===== src/hw/bmp_regs.vh =====
// Constants for the bus-master memory protection unit and CPU state logic.
// Assumes inclusion by bare name from design files under hw/.
// What this block does
// Eight identical access descriptors control all masters
// Disallowed access raises a non-maskable interrupt
// Four master identities: two CPU, coprocessor, other
// CPU identity follows supervisor or user state
// User-state flag sits at condition code bit 15
// Kernel call raises its own non-maskable trap
// Supervisor setting the flag enters user state
// User state cannot touch masks, stop, priority
// User-state flag writes update unprotected bits only
// Idle pause and stop act as no-op in user
// Supervisor accesses checked only when check enabled
// Interrupt entry stacks flag set, then clears it
// Trap return restores flag from stacked word
// Access outside assigned descriptors is denied
// Descriptor bounds are 20 bits, 8-byte granularity
// Descriptor active when assigned to any master
// Separate write-prohibit and execute-prohibit per descriptor
// After reset descriptor 0 grants full access
// Debug port accesses bypass all checking
// Any permitting overlapping descriptor allows the access
`ifndef BMP_REGS_VH
`define BMP_REGS_VH

// Register byte offsets
`define BMP_OFS_SELECT      8'h00
`define BMP_OFS_STATUS      8'h04
`define BMP_OFS_VADDR       8'h08
`define BMP_OFS_CCR         8'h0C
`define BMP_DESC_BASE_BIT   7
`define BMP_DESC_FLD_START  2'h0
`define BMP_DESC_FLD_END    2'h1
`define BMP_DESC_FLD_CTRL   2'h2

// Field positions
`define BMP_SEL_KCE_BIT     0
`define BMP_ST_VIOL_BIT     0
`define BMP_CTRL_WP_BIT     4
`define BMP_CTRL_XP_BIT     5

// Reset values
`define BMP_DESC0_START     20'h00000
`define BMP_DESC0_END       20'hFFFFF
`define BMP_DESC0_MASTERS   4'hF
`define BMP_CCR_RESET       16'h00D0

// Master identities
`define BMP_MID_KERNEL      2'h0
`define BMP_MID_APP         2'h1
`define BMP_MID_COPROC      2'h2
`define BMP_MID_OTHER       2'h3

// Condition code bit positions and protected mask
`define BMP_CCR_U_BIT       15
`define BMP_CCR_S_BIT       7
`define BMP_CCR_I_BIT       4
`define BMP_CCR_PROT_MASK   16'h87D0

// Instruction kinds on the CPU op port
`define BMP_OP_MASK_RELEASE 4'h0
`define BMP_OP_MASK_ASSERT  4'h1
`define BMP_OP_FLAG_AND     4'h2
`define BMP_OP_FLAG_OR      4'h3
`define BMP_OP_TRAP_RETURN  4'h4
`define BMP_OP_FLAG_POP     4'h5
`define BMP_OP_REG_SWAP     4'h6
`define BMP_OP_REG_COPY     4'h7
`define BMP_OP_IDLE_PAUSE   4'h8
`define BMP_OP_STOP         4'h9
`define BMP_OP_KERNEL_CALL  4'hA
`define BMP_OP_SOFT_TRAP    4'hB

// Bus answers
`define BMP_RESP_OKAY       2'h0
`define BMP_RESP_SLVERR     2'h2

`endif


===== src/hw/bmp_desc_match.v =====
// One access descriptor comparator: range, assignment and permission check.
// Assumes page and master are stable in the cycle the result is used.
`timescale 1ns/1ns
module bmp_desc_match (
    input  wire [19:0] d_start,   // First page
    input  wire [19:0] d_end,     // Last page
    input  wire [3:0]  d_masters, // Masters
    input  wire        d_wp,      // No write
    input  wire        d_xp,      // No fetch
    input  wire [1:0]  master,    // Requester
    input  wire [19:0] page,      // Access page
    input  wire        is_write,  // Write
    input  wire        is_exec,   // Fetch
    output wire        permit     // Allowed here
);
    wire active;   // Assigned
    wire covers;   // In bounds
    wire assigned; // Requester assigned
    wire type_ok;  // Kind allowed

    // Unassigned descriptors never grant anything
    assign active   = |d_masters;
    assign covers   = (page >= d_start) && (page <= d_end);
    assign assigned = d_masters[master];
    // Read always allowed inside range; write and fetch gated separately
    assign type_ok  = !(is_write && d_wp) && !(is_exec && d_xp);
    assign permit   = active && covers && assigned && type_ok;
endmodule


===== src/hw/bmp_top.v =====
// Memory protection unit with CPU privilege-state logic and AXI4-Lite registers.
// Assumes one access check offered per cycle, synchronous to ref_clk.
//
// The implementer's own choices: register access over AXI4-Lite and the placing of the registers.
`timescale 1ns/1ns
`include "bmp_regs.vh"
module bmp_top #(
    parameter N_DESC = 8,  // Descriptor count
    parameter ADDR_W = 8   // Register bus address width
) (
    input  wire              ref_clk,         // Clock
    input  wire              nrst,            // Sync reset
    // AXI4-Lite slave
    input  wire [ADDR_W-1:0] s_axi_awaddr,    // AW addr
    input  wire              s_axi_awvalid,   // AW valid
    output reg               s_axi_awready,   // AW ready
    input  wire [31:0]       s_axi_wdata,     // W data
    input  wire [3:0]        s_axi_wstrb,     // Byte enables
    input  wire              s_axi_wvalid,    // W valid
    output reg               s_axi_wready,    // W ready
    output reg  [1:0]        s_axi_bresp,     // B resp
    output reg               s_axi_bvalid,    // B valid
    input  wire              s_axi_bready,    // B ready
    input  wire [ADDR_W-1:0] s_axi_araddr,    // AR addr
    input  wire              s_axi_arvalid,   // AR valid
    output reg               s_axi_arready,   // AR ready
    output reg  [31:0]       s_axi_rdata,     // R data
    output reg  [1:0]        s_axi_rresp,     // R resp
    output reg               s_axi_rvalid,    // R valid
    input  wire              s_axi_rready,    // R ready
    // Access check port
    input  wire              acc_valid,       // Check request
    input  wire              acc_from_cpu,    // From CPU
    input  wire [1:0]        acc_master,      // Non-CPU identity
    input  wire [22:0]       acc_addr,        // Byte address
    input  wire              acc_write,       // Write
    input  wire              acc_exec,        // Fetch
    input  wire              debug_port_access, // Debug path
    output reg               acc_done,        // Result valid
    output reg               acc_allowed,     // Result
    output reg               nmi_violation,   // Violation NMI
    // CPU flag port
    input  wire              op_valid,        // Op executes
    input  wire [3:0]        op_kind,         // Op kind
    input  wire [15:0]       op_src,          // Operand
    input  wire              irq_enter,       // Handler entry
    output reg  [15:0]       condition_code_register, // Flags
    output reg  [15:0]       stack_word,      // Pushed word
    output reg               stack_push,      // Push pulse
    output reg               kernel_call_op,  // Kernel call
    output reg               soft_trap_op,    // Soft trap
    output reg               idle_pause_op,   // Wait pulse
    output reg               stop_req         // Stop pulse
);
    // Descriptor storage, flattened so the generate loop can slice it
    reg  [N_DESC*20-1:0] start_flat;  // Starts
    reg  [N_DESC*20-1:0] end_flat;    // Ends
    reg  [N_DESC*4-1:0]  mask_flat;   // Masters
    reg  [N_DESC-1:0]    wp_vec;      // No write
    reg  [N_DESC-1:0]    xp_vec;      // No fetch
    reg                  kernel_check_enable; // Check kernel
    reg                  viol_flag;   // Sticky flag
    reg  [1:0]           viol_master; // Last master
    reg                  viol_write;  // Last write
    reg                  viol_exec;   // Last fetch
    reg  [22:0]          viol_addr;   // Last address

    // Write channel state
    reg  [ADDR_W-1:0]    aw_addr;     // Held addr
    reg                  aw_held;     // Addr held
    reg  [31:0]          w_data;      // Held data
    reg  [3:0]           w_strb;      // Held strobes
    reg                  w_held;      // Data held

    wire [1:0]           cur_master;  // Identity
    wire [N_DESC-1:0]    permit_vec;  // Permits
    wire                 unchecked;   // No check
    wire                 allow_now;   // Decision
    wire                 user_state;  // User state
    wire                 wr_fire;     // Write now
    wire                 wr_is_desc;  // Descriptor write
    wire [2:0]           wr_idx;      // Write index
    wire [1:0]           wr_fld;      // Write field
    wire                 wr_ok;       // Mapped write
    wire                 viol_clr;    // Flag clear
    wire                 viol_set;    // Violation
    wire [2:0]           rd_idx;      // Read index
    reg  [31:0]          rd_val;      // Read word
    reg                  rd_ok;       // Mapped read
    reg  [31:0]          wr_old;      // Old word

    assign user_state = condition_code_register[`BMP_CCR_U_BIT];
    // CPU identity follows the privilege state
    assign cur_master = acc_from_cpu ? (user_state ? `BMP_MID_APP : `BMP_MID_KERNEL)
                                     : acc_master;

    // One comparator per descriptor
    genvar gi;
    generate
        for (gi = 0; gi < N_DESC; gi = gi + 1) begin : g_desc
            bmp_desc_match u_match (
                .d_start   (start_flat[gi*20 +: 20]),
                .d_end     (end_flat[gi*20 +: 20]),
                .d_masters (mask_flat[gi*4 +: 4]),
                .d_wp      (wp_vec[gi]),
                .d_xp      (xp_vec[gi]),
                .master    (cur_master),
                .page      (acc_addr[22:3]),
                .is_write  (acc_write),
                .is_exec   (acc_exec),
                .permit    (permit_vec[gi])
            );
        end
    endgenerate

    // Debug and unchecked supervisor accesses skip the descriptors
    assign unchecked = debug_port_access ||
                       (cur_master == `BMP_MID_KERNEL && !kernel_check_enable);
    // Any permitting descriptor is enough; none means denied
    assign allow_now = unchecked || (|permit_vec);
    assign viol_set  = acc_valid && !allow_now;

    // Check result and interrupt, registered one cycle after the request
    always @(posedge ref_clk) begin
        if (!nrst) begin
            acc_done      <= 1'b0;
            acc_allowed   <= 1'b0;
            nmi_violation <= 1'b0;
        end else begin
            acc_done      <= acc_valid;
            acc_allowed   <= acc_valid && allow_now;
            nmi_violation <= viol_set;
        end
    end

    // Violation capture; a new violation beats a same-cycle clear
    always @(posedge ref_clk) begin
        if (!nrst) begin
            viol_flag   <= 1'b0;
            viol_master <= 2'h0;
            viol_write  <= 1'b0;
            viol_exec   <= 1'b0;
            viol_addr   <= 23'h000000;
        end else begin
            viol_flag <= viol_set || (viol_flag && !viol_clr);
            if (viol_set) begin
                viol_master <= cur_master;
                viol_write  <= acc_write;
                viol_exec   <= acc_exec;
                viol_addr   <= acc_addr;
            end
        end
    end

    // Byte-enable merge of a register word
    function [31:0] merge_strb;
        input [31:0] old_w;
        input [31:0] new_w;
        input [3:0]  strb;
        integer k;
        begin
            for (k = 0; k < 4; k = k + 1)
                merge_strb[k*8 +: 8] = strb[k] ? new_w[k*8 +: 8] : old_w[k*8 +: 8];
        end
    endfunction

    // Write decode
    assign wr_fire    = aw_held && w_held && !s_axi_bvalid;
    assign wr_is_desc = aw_addr[`BMP_DESC_BASE_BIT];
    assign wr_idx     = aw_addr[6:4];
    assign wr_fld     = aw_addr[3:2];
    assign wr_ok      = wr_is_desc ? (wr_fld != 2'h3)
                                   : (aw_addr == `BMP_OFS_SELECT ||
                                      aw_addr == `BMP_OFS_STATUS);
    assign viol_clr   = wr_fire && !wr_is_desc && aw_addr == `BMP_OFS_STATUS &&
                        w_strb[0] && w_data[`BMP_ST_VIOL_BIT];

    // Current contents at the write address, for byte merging
    always @* begin
        wr_old = 32'h00000000;
        case (wr_fld)
            `BMP_DESC_FLD_START: wr_old = {12'h000, start_flat[wr_idx*20 +: 20]};
            `BMP_DESC_FLD_END:   wr_old = {12'h000, end_flat[wr_idx*20 +: 20]};
            `BMP_DESC_FLD_CTRL:  wr_old = {26'h0000000, xp_vec[wr_idx], wp_vec[wr_idx],
                                           mask_flat[wr_idx*4 +: 4]};
            default:             wr_old = 32'h00000000;
        endcase
    end

    // AXI write channels: address and data taken in either order
    always @(posedge ref_clk) begin
        if (!nrst) begin
            s_axi_awready <= 1'b0;
            s_axi_wready  <= 1'b0;
            s_axi_bvalid  <= 1'b0;
            s_axi_bresp   <= `BMP_RESP_OKAY;
            aw_held       <= 1'b0;
            w_held        <= 1'b0;
            aw_addr       <= {ADDR_W{1'b0}};
            w_data        <= 32'h00000000;
            w_strb        <= 4'h0;
        end else begin
            // Each ready only while its own channel holds nothing, so a held beat is never overwritten
            s_axi_awready <= !aw_held && !(s_axi_awvalid && s_axi_awready);
            s_axi_wready  <= !w_held && !(s_axi_wvalid && s_axi_wready);
            if (s_axi_awvalid && s_axi_awready) begin
                aw_addr <= s_axi_awaddr;
                aw_held <= 1'b1;
            end
            if (s_axi_wvalid && s_axi_wready) begin
                w_data <= s_axi_wdata;
                w_strb <= s_axi_wstrb;
                w_held <= 1'b1;
            end
            if (wr_fire) begin
                s_axi_bvalid <= 1'b1;
                s_axi_bresp  <= wr_ok ? `BMP_RESP_OKAY : `BMP_RESP_SLVERR;
            end
            if (s_axi_bvalid && s_axi_bready) begin
                s_axi_bvalid <= 1'b0;
                aw_held      <= 1'b0;
                w_held       <= 1'b0;
            end
        end
    end

    // Descriptor and select register storage
    always @(posedge ref_clk) begin : p_desc
        reg [31:0] mw; // Merged write word
        mw = merge_strb(wr_old, w_data, w_strb);
        if (!nrst) begin
            // Descriptor 0 covers everything for every master
            start_flat <= {(N_DESC*20){1'b0}};
            end_flat   <= {{((N_DESC-1)*20){1'b0}}, `BMP_DESC0_END};
            mask_flat  <= {{((N_DESC-1)*4){1'b0}}, `BMP_DESC0_MASTERS};
            wp_vec     <= {N_DESC{1'b0}};
            xp_vec     <= {N_DESC{1'b0}};
            kernel_check_enable <= 1'b0;
        end else if (wr_fire && wr_is_desc) begin
            case (wr_fld)
                `BMP_DESC_FLD_START: start_flat[wr_idx*20 +: 20] <= mw[19:0];
                `BMP_DESC_FLD_END:   end_flat[wr_idx*20 +: 20]   <= mw[19:0];
                `BMP_DESC_FLD_CTRL: begin
                    mask_flat[wr_idx*4 +: 4] <= mw[3:0];
                    wp_vec[wr_idx]           <= mw[`BMP_CTRL_WP_BIT];
                    xp_vec[wr_idx]           <= mw[`BMP_CTRL_XP_BIT];
                end
                default: ; // Unmapped field, answered with an error
            endcase
        end else if (wr_fire && aw_addr == `BMP_OFS_SELECT && w_strb[0]) begin
            kernel_check_enable <= w_data[`BMP_SEL_KCE_BIT];
        end
    end

    // Read mux
    assign rd_idx = s_axi_araddr[6:4];
    always @* begin
        rd_val = 32'h00000000;
        rd_ok  = 1'b1;
        if (s_axi_araddr[`BMP_DESC_BASE_BIT]) begin
            case (s_axi_araddr[3:2])
                `BMP_DESC_FLD_START: rd_val = {12'h000, start_flat[rd_idx*20 +: 20]};
                `BMP_DESC_FLD_END:   rd_val = {12'h000, end_flat[rd_idx*20 +: 20]};
                `BMP_DESC_FLD_CTRL:  rd_val = {26'h0000000, xp_vec[rd_idx], wp_vec[rd_idx],
                                               mask_flat[rd_idx*4 +: 4]};
                default:             rd_ok  = 1'b0;
            endcase
        end else begin
            case (s_axi_araddr)
                `BMP_OFS_SELECT: rd_val = {31'h00000000, kernel_check_enable};
                `BMP_OFS_STATUS: rd_val = {24'h000000, viol_exec, viol_write,
                                           viol_master, 3'h0, viol_flag};
                `BMP_OFS_VADDR:  rd_val = {9'h000, viol_addr};
                `BMP_OFS_CCR:    rd_val = {16'h0000, condition_code_register};
                default:         rd_ok  = 1'b0;
            endcase
        end
    end

    // AXI read channel: one read at a time, data one cycle after the address
    always @(posedge ref_clk) begin
        if (!nrst) begin
            s_axi_arready <= 1'b0;
            s_axi_rvalid  <= 1'b0;
            s_axi_rdata   <= 32'h00000000;
            s_axi_rresp   <= `BMP_RESP_OKAY;
        end else begin
            s_axi_arready <= !s_axi_rvalid && !(s_axi_arvalid && s_axi_arready);
            if (s_axi_arvalid && s_axi_arready) begin
                s_axi_rvalid <= 1'b1;
                s_axi_rdata  <= rd_val;
                s_axi_rresp  <= rd_ok ? `BMP_RESP_OKAY : `BMP_RESP_SLVERR;
            end else if (s_axi_rvalid && s_axi_rready) begin
                s_axi_rvalid <= 1'b0;
            end
        end
    end

    // Protected bits keep their value while in user state
    function [15:0] guard_ccr;
        input [15:0] old_c;
        input [15:0] cand;
        begin
            if (old_c[`BMP_CCR_U_BIT])
                guard_ccr = (old_c & `BMP_CCR_PROT_MASK) | (cand & ~`BMP_CCR_PROT_MASK);
            else
                guard_ccr = cand;
        end
    endfunction

    // Condition code update; interrupt entry wins over a same-cycle op
    always @(posedge ref_clk) begin : p_ccr
        reg [15:0] cand; // Unguarded new value
        reg        trap; // Op enters a trap handler
        cand = condition_code_register;
        trap = 1'b0;
        case (op_kind)
            `BMP_OP_MASK_RELEASE: cand[`BMP_CCR_I_BIT] = 1'b0;
            `BMP_OP_MASK_ASSERT:  cand[`BMP_CCR_I_BIT] = 1'b1;
            `BMP_OP_FLAG_AND:     cand = condition_code_register & op_src;
            `BMP_OP_FLAG_OR:      cand = condition_code_register | op_src;
            `BMP_OP_TRAP_RETURN:  cand = op_src;
            `BMP_OP_FLAG_POP:     cand = op_src;
            `BMP_OP_REG_SWAP:     cand = op_src;
            `BMP_OP_REG_COPY:     cand = op_src;
            `BMP_OP_KERNEL_CALL:  trap = 1'b1;
            `BMP_OP_SOFT_TRAP:    trap = 1'b1;
            default:              cand = condition_code_register;
        endcase
        if (!nrst) begin
            condition_code_register <= `BMP_CCR_RESET;
            stack_word     <= 16'h0000;
            stack_push     <= 1'b0;
            kernel_call_op <= 1'b0;
            soft_trap_op   <= 1'b0;
            idle_pause_op  <= 1'b0;
            stop_req       <= 1'b0;
        end else begin
            stack_push     <= 1'b0;
            kernel_call_op <= 1'b0;
            soft_trap_op   <= 1'b0;
            idle_pause_op  <= 1'b0;
            stop_req       <= 1'b0;
            if (irq_enter || (op_valid && trap)) begin
                // Stack with the flag as it stands, then run as supervisor
                stack_word <= condition_code_register;
                stack_push <= 1'b1;
                condition_code_register[`BMP_CCR_U_BIT] <= 1'b0;
                kernel_call_op <= !irq_enter && op_kind == `BMP_OP_KERNEL_CALL;
                soft_trap_op   <= !irq_enter && op_kind == `BMP_OP_SOFT_TRAP;
            end else if (op_valid) begin
                condition_code_register <= guard_ccr(condition_code_register, cand);
                // Wait and stop are ignored in user state
                idle_pause_op <= op_kind == `BMP_OP_IDLE_PAUSE && !user_state;
                stop_req      <= op_kind == `BMP_OP_STOP && !user_state &&
                                 !condition_code_register[`BMP_CCR_S_BIT];
            end
        end
    end
endmodule


===== config.mk =====
export PLATFORM = sky130hd
export DESIGN_NAME = bmp_top
export DESIGN_NICKNAME = d
export VERILOG_FILES = /design/src/hw/bmp_desc_match.v /design/src/hw/bmp_top.v
export VERILOG_INCLUDE_DIRS = /design/src /design/src/hw
export SDC_FILE = /design/constraint.sdc
export NUM_CORES = 2
export LEC_CHECK = 0
export ABC_CLOCK_PERIOD_IN_PS = 7100
export BUFFER_PORTS_ARGS = -buffer_cell sky130_fd_sc_hd__buf_4
export CORE_MARGIN = 2
export CORE_UTILIZATION = 44
export CTS_CLUSTER_DIAMETER = 100
export DETAILED_ROUTE_END_ITERATION = 12
export MAX_ROUTING_LAYER = met4
export PLACE_DENSITY = 0.58
export SLEW_MARGIN = 10
export SYNTH_ARGS = -nofsm -noshare
export SYNTH_HDL_FRONTEND = slang
export SYNTH_SLANG_ARGS = --single-unit

===== constraint.sdc =====
create_clock -name ref_clk -period 7.1 [get_ports ref_clk]
set_clock_uncertainty 0.2 [all_clocks]
set_input_delay 1.42 -clock ref_clk [delete_from_list [all_inputs] [get_ports ref_clk]]
set_output_delay 1.42 -clock ref_clk [all_outputs]
set_load 0.03 [all_outputs]

==> results.py <==
metrics = {
    "sta": {
        "setup_violations": 0,
        "maxSlewViolCount": 0,
        "layout_min_cycle_time_ns": 5.81,
        "holdWs_ns": 0.250,
        "period_share_pct": 81.9,
        "worstMarginPinSlew_ns": 1.32,
        "hold_viol": 0,
        "setup_tns_ns": 0,
        "max_freq_mhz": 172,
        "slew_headroom_pct": 12.0,
        "rsz0062_at_grt": "false",
    },
    "critical_path": {
        "crit_family": "simple AND/OR/NAND/NOR gates",
        "critPathLaunchType": "flip-flop",
        "critPathRequiredTime_ns": 7.46,
        "rrSetupSlack_ns": 1.29,
        "crit_type": "flip-flop to flip-flop",
        "end_kind": "flip-flop",
        "cp_num_buf_inv": 1,
        "crit_path_cell_trace": "ha_1, ha_1, inv_1, ha_1, nor3_1, and2_1, ha_1, nand2_1, nor2_1, nand2_1, nor2_1, a21oi_1, nor3_1, o21ai_0, a21oi_1",
        "max_stage_delay_ns": 0.80,
        "cpMaxStageDelayCell": "dfxtp_2",
        "crit_fanout": 22,
        "arrival_ns": 6.17,
        "crit_top_cell": "ha_1",
    },
    "status": {
        "status": "completed",
    },
    "yosys": {
        "ys_seq_area_share_pct": 28.7,
        "yosysUniqueCellTypes": 96,
        "synth_edf_count": 0,
        "synthFlopType": "dfxtp_1",
        "ys_ff_latch": 500,
        "yosys_warnings": 0,
        "async_flop_share_pct": 0,
        "netlist_area_um2": 34900,
        "synthCells": 4153,
        "syn-mean-instance-area_um2": 8.41,
    },
    "hold_path": {
        "hp-class": "flip-flop to flip-flop",
    },
    "cells_and_area": {
        "drive_gt1_share_pct": 14.4,
        "final_util_pct": 50.5,
        "layout.nets": 4700,
        "syn_to_final_growth_pct": 13.9,
        "design_area_um2": 39800,
    },
    "global_routing": {
        "grt_pass1_vias": 32892,
        "grt_pass1_wl_mm": 260,
        "globalRoute.totalOverflow": 0,
        "grt_max_degree": 95,
        "grt_antenna_before_repair": 11,
        "track_usage_pct": 46.3,
    },
    "clock_network": {
        "cts.sink_count": 500,
        "cts-htree-levels": 2,
        "holdBufCountCts": 0,
        "max-clock-path-buffers": 3,
        "tritoncts": "done",
        "cts_inserted_buffers": 58,
        "clk_pin_slew_worst_paths_ns": 0.06,
        "root_buffer": "clkbuf_16",
        "cts_setup_buffers": 0,
        "cts_resized": 0,
        "clk-insertion-delay-late_ns": 0.66,
    },
    "placed_design": {
        "place_congestion": 1.15,
        "dpl-instance-area_um2": 37400,
        "dp_hpwl_mm": 144,
        "io_buffers": 167,
    },
    "routing": {
        "wirelength_mm": 189,
        "wl_per_cell_um": 35.1,
        "viasPerCell": 6.75,
        "drtIter0Drc": 5377,
        "postRouteAntennaNets": 0,
        "dr.pass1.iters": 6,
        "vias": 36275,
        "drcViolationCount": 0,
    },
    "power": {
        "power.density_nw_per_um2": 201,
        "ir_worst_vdd_v": 0.000170,
        "power.leakage_nw": 14.2,
    },
    "run": {
        "cap_violations": 0,
    },
    "floorplanning": {
        "ios": 192,
        "die_height_um": 286,
        "die_x_um": 286,
        "rows": 103,
        "initial_core_util_pct": 44.4,
        "dieArea_um2": 81700,
        "core-area_um2": 78700,
    },
}
## layout by cell type (no fill, tap or decap), types with 32 or more instances in the layout
master | netlist | routed
mux4_2 | 166 | 166
nand4_1 | 49 | 49
a21o_1 | 36 | 36
inv_1 | 319 | 318
a22oi_1 | 41 | 41
o31ai_1 | 42 | 42
mux2i_1 | 102 | 102
a211oi_1 | 150 | 150
buf_4 | 25 | 271
nor3_1 | 73 | 71
a21oi_1 | 395 | 395
nand2_1 | 395 | 395
o21ai_0 | 311 | 311
nand3_1 | 177 | 177
dfxtp_1 | 500 | 495
nor2_1 | 354 | 354
and3b_1 | 32 | 32
ha_1 | 327 | 326
clkbuf_16 | 0 | 58
## final timing paths
check / start / endpoint / cells after the start
worst max register to register: aw_addr[6] / start_flat[147] / 15
worst max-delay path: aw_addr[6] / start_flat[147] / 15
worst min-delay path: stack_word[13] / stack_word[13] / 2
worst min register to register: stack_word[13] / stack_word[13] / 2
## metrics by stage
stage | std cells | power (mW) | worst slack, ns
floorplan | 4163 | 3.68 | 2.53
global placement | 5252 | 4.34 | 1.55
detailed placement | 5252 | 4.34 | 1.47
CTS | 5362 | 7.93 | 1.51
global route | 5373 | 8.15 | 0.990
finish | 5375 | 8.01 | 1.29
## cell usage after synthesis (9+ instances only)
cell type | number | area (um^2)
a2111oi_0 | 10 | 87.6
a211o_1 | 9 | 78.8
a211oi_1 | 150 | 1130
a21o_1 | 36 | 270
a21oi_1 | 395 | 1980
a221o_1 | 10 | 100
a221oi_1 | 23 | 201
a22o_1 | 12 | 105
a22oi_1 | 41 | 308
a311oi_1 | 9 | 78.8
a31oi_1 | 18 | 113
a32oi_1 | 11 | 96.3
and2_1 | 17 | 106
and3_1 | 12 | 75.1
and3b_1 | 32 | 280
buf_1 | 18 | 67.6
buf_2 | 27 | 135
buf_4 | 25 | 188
clkbuf_1 | 161 | 604
dfxtp_1 | 500 | 10000
ha_1 | 327 | 4090
inv_1 | 319 | 1200
mux2_2 | 20 | 225
mux2i_1 | 102 | 1020
mux4_2 | 166 | 3740
nand2_1 | 395 | 1480
nand2b_1 | 24 | 150
nand3_1 | 177 | 886
nand4_1 | 49 | 307
nor2_1 | 354 | 1330
nor2b_1 | 22 | 138
nor3_1 | 73 | 365
nor4_1 | 11 | 68.8
o211ai_1 | 21 | 158
o21a_1 | 13 | 97.6
o21ai_0 | 311 | 1560
o221ai_1 | 11 | 96.3
o22ai_1 | 30 | 188
o31a_1 | 10 | 87.6
o31ai_1 | 42 | 315
or3_1 | 15 | 93.8
## layer usage
metal	wire, um	GRT usage, %	up-vias	part of all wire, %
met2	75600	63.4	2534	40
li1	-	-	15584	-
met1	73300	58.4	17535	39
met4	15800	30.8	0	8.4
met5	0	-	-	0
met3	24100	14.2	622	13
## worst reg2reg max path, stage by stage (launching register included)
cell and delay [ns]:
dfxtp_2 0.80, ha_1 0.29, ha_1 0.17, inv_1 0.05
ha_1 0.35, nor3_1 0.42, and2_1 0.20, ha_1 0.41
nand2_1 0.29, nor2_1 0.31, nand2_1 0.17, nor2_1 0.68
a21oi_1 0.33, nor3_1 0.72, o21ai_0 0.17, a21oi_1 0.16
## report_power, final
| part | total [mW] | internal (mW) | switching (mW) |
|---|---|---|---|
| registers | 2.87 | 2.83 | 0.0370 |
| logic | 1.49 | 0.410 | 1.08 |
| clock network | 3.64 | 2.26 | 1.38 |
| total | 8.01 | 5.50 | 2.50 |
## registers in the layout, summed over array words and instances (netlist names), 2 cells and up
signal and cells:
stack_word 16, wp_vec 8, xp_vec 8, w_strb 3
start_flat 160, aw_addr 8, w_data 20, viol_master 2
end_flat 160, mask_flat 32, viol_addr 23, condition_code_register 16
s_axi_rdata 23
## final cells by class
class / count / area [um^2]
inverters: 323 / 1220
multi-input cells: 3103 / 22800
fillers: 7663 / 38900
flip-flops and latches: 500 / 10000
diodes: 13 / 32.5
clock buffers: 76 / 1680
clock inverters: 34 / 659
well taps: 1050 / 1310
repair buffers: 276 / 2120
## logic make-up (layout without fill, tap and decap cells)
group / after synthesis / count (layout) / synth area share (%)
AO/OA/AOI/OAI: 1248 / 1248 / 22.6
XOR/XNOR: 6 / 6 / 0.150
adder cells (fa/ha/maj): 327 / 327 / 11.7
buffers and inverters: 560 / 709 / 6.49
flip-flops: 500 / 500 / 28.7
multiplexers: 288 / 288 / 14.3
other: 1 / 24 / 0.0107
AND/OR/NAND/NOR: 1223 / 1223 / 16.1
Note: power is estimated with default switching activity, not from simulation.
